<file path="src/core/hiem_pkg.sv">
/*
 * constants for the host interrupt enable mask block: register offsets,
 * bit positions, access masks and reset values.
 * assumes a 32-bit apb bus with byte addresses and one word per register.
 */
// Operation
// bit 15 enables link change interrupt; resets to 0, read-write
// bit 14 enables frame transmitted interrupt; resets to 0, read-write
// bit 13 enables frame received interrupt; resets to 0, read-write
// bit 11 enables receive overrun interrupt; resets to 0, read-write
// bit 12 read-only, reset 0, or of per-unit time stamp enables; the code ors each unit enable anded with its unit flag
// time stamp summary falls when unit enable or unit flag clears
// bit 10 read-only, reset 0, or of per-unit trigger enables; the code ors each unit enable anded with its unit flag
// trigger summary falls when unit enable or unit flag clears
// host software writes zero into bits 12 and 10
// bit 9 enables transmit stopped interrupt; resets to 0, read-write
// bit 8 enables receive stopped interrupt; resets to 0, read-write
// bit 6 enables transmit space available interrupt; reset 0, read-write
// bit 5 enables wake-up frame interrupt; resets to 0, read-write
// bit 4 enables magic packet interrupt; resets to 0, read-write
// bit 3 enables link-up wake interrupt; resets to 0, read-write
// bit 2 enables energy detect wake interrupt; resets to 0, read-write
// interrupt output high while any flag and its enable are set
// flags survive reads; writing one clears; device holds flag until then
// bit 7 stored read-write reset 0; bits 1 to 0 read zero
package hiem_pkg;

    // bus geometry
    localparam int ADDR_W = 12;
    localparam int DATA_W = 32;
    localparam int REG_W  = 16;
    localparam int STRB_W = DATA_W / 8;

    // default number of ptp time stamp and trigger units
    localparam int PTP_UNITS = 12;

    // register byte addresses
    localparam logic [ADDR_W-1:0] IEM_ADDR   = 12'h190;
    localparam logic [ADDR_W-1:0] FLAGS_ADDR = 12'h194;
    localparam logic [ADDR_W-1:0] CLEAR_ADDR = 12'h198;

    // bit positions, shared by the enable, flag and clear registers
    localparam int LINK_CHANGE_BIT = 15;
    localparam int TX_DONE_BIT     = 14;
    localparam int RX_FRAME_BIT    = 13;
    localparam int TS_SUM_BIT      = 12;
    localparam int RX_OVERRUN_BIT  = 11;
    localparam int TRIG_SUM_BIT    = 10;
    localparam int TX_STOPPED_BIT  = 9;
    localparam int RX_STOPPED_BIT  = 8;
    localparam int SPARE_BIT       = 7;
    localparam int TX_SPACE_BIT    = 6;
    localparam int WAKE_FRAME_BIT  = 5;
    localparam int MAGIC_BIT       = 4;
    localparam int LINKUP_BIT      = 3;
    localparam int ENERGY_BIT      = 2;

    // writable enable bits: all but 12, 10, 1 and 0
    localparam logic [REG_W-1:0] IEM_RW_MASK = 16'hebfc;
    // flag bits that an event can set: all but 7, 1 and 0
    localparam logic [REG_W-1:0] FLAG_MASK   = 16'hff7c;
    localparam logic [REG_W-1:0] IEM_RESET   = 16'h0000;
    localparam logic [REG_W-1:0] FLAG_RESET  = 16'h0000;
    localparam logic [DATA_W-1:0] RDATA_RESET = 32'h0000_0000;

    typedef logic [REG_W-1:0] hiem_word_t;

endpackage

</file>
<file path="src/core/hiem_flag_if.sv">
/*
 * carrier between the register front end and the sticky flag bank:
 * set and clear vectors in, flag vector out.
 * assumes both ends run on the same pclk.
 */
`timescale 1ns/1ps
`default_nettype none

interface hiem_flag_if #(
    parameter int W = 16
);
    logic [W-1:0] set;   // one-cycle event pulses
    logic [W-1:0] clr;   // one-cycle write-one-to-clear pulses
    logic [W-1:0] flag;  // sticky flags

    // the bank keeps the flags
    modport owner (
        input  set,
        input  clr,
        output flag
    );

    // the register front end drives events and clears
    modport user (
        output set,
        output clr,
        input  flag
    );
endinterface

`default_nettype wire

</file>
<file path="src/core/hiem_flag_bank.sv">
/*
 * bank of sticky interrupt flags, one per bit of the carrier.
 * assumes set and clr are one-cycle pulses synchronous to pclk.
 */
`timescale 1ns/1ps
`default_nettype none

module hiem_flag_bank
    import hiem_pkg::*;
#(
    parameter int         W     = REG_W,
    parameter logic [W-1:0] RESET = '0
) (
    input  wire logic  pclk,
    input  wire logic  presetn,
    hiem_flag_if.owner flags
);

    typedef struct packed {
        logic [W-1:0] flag;
    } hiem_bank_s;

    hiem_bank_s state;
    hiem_bank_s next_state;

    // a set in the same cycle as its clear wins, so no event is lost
    always_comb begin
        next_state      = state;
        next_state.flag = (state.flag & ~flags.clr) | flags.set;
    end

    // flags hold through reads; only a clear pulse drops them
    always_ff @(posedge pclk or negedge presetn) begin
        if (!presetn) begin
            state <= '{flag: RESET};
        end else begin
            state <= next_state;
        end
    end

    assign flags.flag = state.flag;

endmodule

`default_nettype wire

</file>
<file path="src/core/hiem_top.sv">
/*
 * host interrupt enable mask: apb slave holding the enable register,
 * a read-only sticky flag register and a write-only clear register,
 * with the two ptp summary enables and the level host interrupt.
 * assumes event pulses and ptp per-unit vectors are synchronous to pclk;
 * the ptp per-unit registers themselves live outside this block.
 */
// Added by the designer: register access over APB.
`timescale 1ns/1ps
`default_nettype none

module hiem_top
    import hiem_pkg::*;
#(
    parameter int UNITS = PTP_UNITS
) (
    input  wire logic              pclk,
    input  wire logic              presetn,
    input  wire logic              psel,
    input  wire logic              penable,
    input  wire logic              pwrite,
    input  wire logic [ADDR_W-1:0] paddr,
    input  wire logic [DATA_W-1:0] pwdata,
    input  wire logic [STRB_W-1:0] pstrb,
    output var  logic [DATA_W-1:0] prdata,
    output var  logic              pready,
    output var  logic              pslverr,
    input  wire logic [REG_W-1:0]  event_pulse,
    input  wire logic [UNITS-1:0]  timestamp_unit_enables,
    input  wire logic [UNITS-1:0]  timestamp_unit_flags,
    input  wire logic [UNITS-1:0]  trigger_unit_enables,
    input  wire logic [UNITS-1:0]  trigger_unit_flags,
    output var  logic [REG_W-1:0]  interrupt_enable_mask,
    output var  logic              host_irq
);

    // the summary or-trees are sized for up to one word of units
    if (UNITS < 1 || UNITS > DATA_W) begin : g_bad_units
        $error("hiem_top: UNITS must lie between 1 and 32");
    end

    typedef struct packed {
        hiem_word_t        enables;  // writable enable bits only
        logic              ts_sum;   // time stamp summary enable
        logic              trig_sum; // trigger summary enable
        logic [DATA_W-1:0] rdata;    // read data captured in setup
        logic              irq;      // registered host interrupt
    } hiem_top_s;

    hiem_top_s state;
    hiem_top_s next_state;

    hiem_flag_if #(.W(REG_W)) flag_bus ();

    hiem_flag_bank #(
        .W     (REG_W),
        .RESET (FLAG_RESET)
    ) u_flags (
        .pclk    (pclk),
        .presetn (presetn),
        .flags   (flag_bus)
    );

    // apb phase decode
    logic       setup_phase;
    logic       access_phase;
    logic       hit_iem;
    logic       hit_flags;
    logic       hit_clear;
    logic       mapped;
    hiem_word_t lane_mask;
    hiem_word_t enable_view;

    always_comb begin
        setup_phase  = psel & ~penable;
        access_phase = psel & penable;
        hit_iem      = (paddr == IEM_ADDR);
        hit_flags    = (paddr == FLAGS_ADDR);
        hit_clear    = (paddr == CLEAR_ADDR);
        mapped       = hit_iem | hit_flags | hit_clear;
    end

    // only the two low byte lanes carry register bits
    assign lane_mask = {{8{pstrb[1]}}, {8{pstrb[0]}}};

    // zero wait states: read data was captured in the setup cycle
    assign pready  = access_phase;
    // unmapped addresses are refused; the write is dropped
    assign pslverr = access_phase & ~mapped;

    // the register as software sees it: stored bits plus summaries,
    // bits 1 to 0 never stored so they always read zero
    always_comb begin
        enable_view               = state.enables;
        enable_view[TS_SUM_BIT]   = state.ts_sum;
        enable_view[TRIG_SUM_BIT] = state.trig_sum;
    end

    // events enter the bank only at positions that own a flag
    assign flag_bus.set = event_pulse & FLAG_MASK;

    // write-one-to-clear, honoured only at the completing access edge
    assign flag_bus.clr = (access_phase & pwrite & hit_clear)
                        ? (pwdata[REG_W-1:0] & lane_mask & FLAG_MASK)
                        : '0;

    // next state of the front end
    always_comb begin
        next_state = state;

        // enable write: read-only summary positions and bits 1 to 0
        // are masked off, so a stray one there has no effect
        if (access_phase & pwrite & hit_iem) begin
            next_state.enables = (state.enables & ~lane_mask)
                | (pwdata[REG_W-1:0] & lane_mask & IEM_RW_MASK);
            // each line below is covered by the masked update above

        end

        // summaries are and-or of unit enable with unit flag, so a
        // clear of either one drops the bit on the next edge
        next_state.ts_sum =
            |(timestamp_unit_enables & timestamp_unit_flags);
        next_state.trig_sum =
            |(trigger_unit_enables & trigger_unit_flags);

        // capture read data in setup; it stands through the access
        if (setup_phase & ~pwrite) begin
            if (hit_iem) begin
                next_state.rdata = {{(DATA_W-REG_W){1'b0}}, enable_view};
            end else if (hit_flags) begin
                // reading leaves the flags untouched
                next_state.rdata = {{(DATA_W-REG_W){1'b0}},
                                    flag_bus.flag};
            end else begin
                // clear register is write-only; unmapped reads zero
                next_state.rdata = RDATA_RESET;
            end
        end

        // level interrupt while any enabled flag stands
        next_state.irq = |(flag_bus.flag & enable_view);
    end

    // single register stage for all front-end state
    always_ff @(posedge pclk or negedge presetn) begin
        if (!presetn) begin
            state <= '{enables:  IEM_RESET,
                       ts_sum:   1'b0,
                       trig_sum: 1'b0,
                       rdata:    RDATA_RESET,
                       irq:      1'b0};
        end else begin
            state <= next_state;
        end
    end

    // outputs straight from flops
    assign prdata                = state.rdata;
    assign interrupt_enable_mask = enable_view;
    assign host_irq              = state.irq;

endmodule

`default_nettype wire

</file>
<file path="config.mk">
export PLATFORM = sky130hd
export DESIGN_NAME = hiem_top
export DESIGN_NICKNAME = d
export VERILOG_FILES = /design/src/core/hiem_pkg.sv /design/src/core/hiem_flag_if.sv /design/src/core/hiem_flag_bank.sv /design/src/core/hiem_top.sv
export SDC_FILE = /design/constraint.sdc
export NUM_CORES = 1
export LEC_CHECK = 0
export ABC_AREA = 1
export BUFFER_PORTS_ARGS = -buffer_cell sky130_fd_sc_hd__buf_2
export CORE_MARGIN = 1.5
export CORE_UTILIZATION = 48
export CTS_BUF_LIST = sky130_fd_sc_hd__clkbuf_4
export DETAILED_ROUTE_END_ITERATION = 7
export GPL_ROUTABILITY_DRIVEN = 0
export GPL_TIMING_DRIVEN = 0
export PLACE_DENSITY = 0.89
export REMOVE_ABC_BUFFERS = 1
export SYNTH_ARGS = -nofsm -noshare
export SYNTH_HDL_FRONTEND = slang
export SYNTH_SLANG_ARGS = --single-unit
</file>
<file path="constraint.sdc">
create_clock -name pclk -period 2.2 [get_ports pclk]
set_clock_uncertainty 0.05 [all_clocks]
set_input_delay 0.44 -clock pclk [delete_from_list [all_inputs] [get_ports pclk]]
set_output_delay 0.44 -clock pclk [all_outputs]
set_load 0.1 [all_outputs]
</file>
* Word-level counts from Yosys, hierarchy flattened
Index checks and enable logic that the tools add are counted.
** Word-level totals
- Bits in registers :: 67
- Latch bits :: 0
- Bits in writable memories :: 0
- Memory bits (read-only) :: 0
- Word-level logic and storage cells :: 37
- Memories kept :: 0
** Cells by class
- Add/sub/neg operators :: 0
- Multipliers :: 0
- Divide/modulo/power cells :: 0
- $lt $le $gt $ge :: 0
- Equal/unequal tests :: 3
- Shift operators :: 0
- Mux-type cells :: 3
- Bitwise logic cells :: 22
- Reductions and logical operators :: 3
** Operator list (count)
- 16-bit AND :: 4
- 12-bit by 9-bit == test with 1-bit output, second input constant :: 3
- 16-bit 2-to-1 mux :: 2
- 32-bit 2-to-1 mux :: 1
- 16-bit inverter :: 2
- 16-bit OR :: 2
- 12-bit AND :: 2
- 12-bit OR reduction :: 2
- 16-bit OR reduction :: 1
- 1-bit AND :: 7
- 1-bit inverter :: 3
- 1-bit OR :: 2

* Depth between registers and ports, before layout
- Depth in word-level cells :: 7
- Mapped depth :: 9
- Mapped depth without buffers :: 8

* Cells and area by module
From an unflattened synthesis, not the netlist that was laid out.
** Unflattened totals
- Cell total of the unflattened synthesis :: 397
- Area, all modules :: 2894.0 um2
** Modules (own cells, without submodules)
- hiem_top :: instances 1, cells an instance 317, area each 2253.4 um2
- hiem_flag_bank :: instances 1, cells an instance 80, area each 640.6 um2

* Worst setup path before layout
No wires, ideal clock.
- Kind :: input to output
- From :: in psel
- To :: out pslverr
- Arrival time :: 2.516 ns
- Data required time :: 1.710 ns
- Path slack :: -0.806 ns
- Stages :: 4
- Cells stage by stage :: nand2_1 inv_1 nand2_1 nor2_1
** On the way
- Longest elaborated chain between the ends :: 2
** Ends and longest elaborated chain
- start, declared :: RTL line hiem_top.sv:19 : input wire logic psel,
- 1-bit AND :: RTL line hiem_top.sv:76 : access_phase = psel & penable;
- via pready :: RTL line hiem_top.sv:26 : output var logic pready,
- 1-bit AND :: RTL line hiem_top.sv:89 : assign pslverr = access_phase & ~mapped;
- end, declared :: RTL line hiem_top.sv:27 : output var logic pslverr,
The timed path passes the listed nets, and every way through them passes these cells.

* Final worst setup path
- From :: in paddr[1]
- To :: out pslverr
** On the way
- Longest elaborated chain between the ends :: 5
** Ends and longest elaborated chain
- start, declared :: RTL line hiem_top.sv:22 : input wire logic [ADDR_W-1:0] paddr,
- 12-bit by 9-bit == test with 1-bit output (on tied branches) :: RTL line hiem_top.sv:77, hiem_top.sv:78
- 1-bit OR :: RTL line hiem_top.sv:80 : mapped = hit_iem | hit_flags | hit_clear;
- 1-bit OR (*) :: RTL line hiem_top.sv:80
- 1-bit inverter (*) :: RTL line hiem_top.sv:89
- 1-bit AND (*) :: RTL line hiem_top.sv:89
Mark *: on every way between the ends. The rest lies on a longest branch, timed or not.

==> run_results.csv <==
group,metric,value,unit
timing,relSlewSlack,33.5,%
timing,fin_crit_sh,93.4,%
timing,tightest_slew,998,ps
die,die-area,0.00602,sq mm
place,dpl.hpwl,5300,um
layout,fin_util,63.9,%
worst_setup_path,critPathLaunchType,"input port",
timing,setup_viol,0,
timing,finalHoldViolations,0,
routing,drc,0,
cts,numCtsBuffers,5,
die,num_rows,26,
global_route,antenna_found_initial,0,
synthesis,synth_area,0.00267,sq mm
synthesis,synth_seq_cells,46,
worst_setup_path,cp.required,1710,ps
routing,viasPerCell,5.03,
layout,diodes,0,
cts,cts_hold_buf,0,
synthesis,synth_edf_count,0,
synthesis,synth_top_area_cell,"dfrtp_1",
power,powerDensity,475,mW/mm^2
timing,fin_crit,2050,ps
routing,dr.pass1.iters,4,
timing,final.setup.tns,0,ps
synthesis,synth_cells,379,
power,leakage,0.00207,uW
routing,dr.first_iter.drc_count,278,
die,fp.coreArea,0.00524,sq mm
global_route,grt_max_degree,47,
run,drv_cap,0,
routing,routedWlPerCell,12.6,um
worst_setup_path,critPathKind,"input port to primary output",
worst_setup_path,cp.arrival,1560,ps
routing,vias,2883,
synthesis,synth_commonest_cells,"169 x nand2_1, 46 x dfrtp_1, 40 x inv_1",
synthesis,synth.area.top_cells,"dfrtp_1 43%, nand2_1 24%, nand4_1 8.0%, buf_4 5.6%, inv_1 5.6%",
cts,cts_tree,"built",
timing,rsz0062_at_grt,"no",
cts,cts_root_buffer,"clkbuf_4",
outcome,status,"completed",
worst_setup_path,r2r_cells,4,
die,die_w,77.6,um
cts,htree_num_levels,2,
power,irDropWorstVdd,0.238,mV
synthesis,syn_area_per_cell,7.05,sq um
cts,clk_pin_slew,150,ps
timing,clock.fmax,487,MHz
cts,clk_latency,360,ps
worst_setup_path,cp_max_fo,14,
global_route,grt_overflow,0,
timing,setup_slack,145,ps
global_route,gr-usage-all-layers,24.6,%
layout,syn_to_final_growth,25.4,%
synthesis,synth_ff_type,"dfrtp_1",
worst_hold_path,min_path_type,"input port to async pin",
worst_setup_path,cp-end-kind,"primary output",
cts,clock_path_buffers,2,
synthesis,yosysWarnings,0,
layout,drive_gt1_share,30.0,%
routing,antenna_left,0,
global_route,first_global_vias,2709,
die,initial_core_util,51.0,%
synthesis,yosysTopAreaCellShare,43.1,%
synthesis,async_reset_ff_share,100,%
die,die_h,77.6,um
cts,cts_sinks,46,
die,io_pins,168,
global_route,grt_pass1_wl,11900,um
power,power.total,1590,uW
place,io_buffer_count,128,
place,dp_slack,-586,ps
layout,final_nets,619,
timing,drv_slew,0,
synthesis,synth.distinct_cells,19,
synthesis,yosysMostFrequentCell,"nand2_1",
timing,hold_ws,179,ps
synthesis,seq_area_frac_synth,43.1,%
routing,routed_wl,7200,um
==> final cells by class <==
type | count | area (sq um)
clock buffer | 5 | 37.5
fill | 495 | 1890
sequential | 46 | 1150
tap | 70 | 87.6
clock inverter | 3 | 21.3
timing repair buffer | 130 | 656
inverter | 41 | 154
multi-input combinational | 278 | 1240
==> per-stage QoR <==
step | cells | cell area [sq um]
2_1_floorplan | 364 | 2520
3_3_place_gp | 562 | 3250
3_5_place_dp | 562 | 3250
4_1_cts | 572 | 3340
5_1_grt | 573 | 3350
6_report | 573 | 3350
==> critical path: stages <==
cell and delay [ps]:
buf_2 110, nor2_4 130, inv_2 60, nor2_4 300
nand2_1 120, nand2_1 70, nor2_1 40, buf_2 290
==> report_power, final <==
part           internal [uW]  total [uW]  switching (uW)
combinational           84.6         334             250
clock                    125         407             282
sequential               847         848            1.08
==> cell families (layout without fill, tap and decap cells) <==
group	Yosys count	in the layout	share of synthesized area [%]
AND/OR/NAND/NOR	256	257	41.9
buffers and inverters	71	179	13.4
flip-flops	46	46	43.1
AO/OA/AOI/OAI	5	5	1.41
other	1	16	0.140
==> layout by cell type (no fill, tap or decap) <==
cell type,Yosys,layout
nand2_1,169,169
buf_2,7,128
dfrtp_1,46,46
inv_1,40,40
nand4_1,34,34
nand3_1,29,29
conb_1,1,16
nor2_1,12,11
nor2_2,6,5
nor2_4,2,5
clkbuf_4,0,5
nand2_2,2,2
nor3_1,2,2
a22o_1,2,2
a21boi_0,2,2
buf_4,20,2
inv_2,1,1
a21oi_1,1,1
clkinvlp_4,0,1
clkinv_4,0,1
clkinv_2,0,1
==> timing repair <==
item | in CTS | in global routing
pin swaps | 1 | 1
setup endpoints to repair | 13 | 1
resized for setup | 4 | 0
gates cloned | 1 | 0
endpoints found under the hold margin | 0 | 0
buffers inserted | 1 | 1
==> final timing paths <==
| path | to | from | slack, ps |
|---|---|---|---|
| worst min-delay path | prdata[10] | presetn | 180 |
| worst max register to register | host_irq | flop | 1200 |
| worst min register to register | prdata[8] | prdata[8] | 440 |
| worst max-delay path | pslverr | paddr[1] | 150 |
| min in group pclk | u_flags.flags.flag[6] | event_pulse[6] | 200 |
| max in group asynchronous | async pin | presetn | 1300 |
==> routing by layer <==
| layer | wire (um) | share of wire, % | GRT usage (%) |
|---|---|---|---|
| met5 | 0 | 0 | 0 |
| met4 | 178 | 2.5 | 7.45 |
| met3 | 548 | 7.6 | 4.35 |
| met2 | 3710 | 51 | 44.3 |
| met1 | 2770 | 38 | 29.8 |
(Power assumes the default switching activity.)
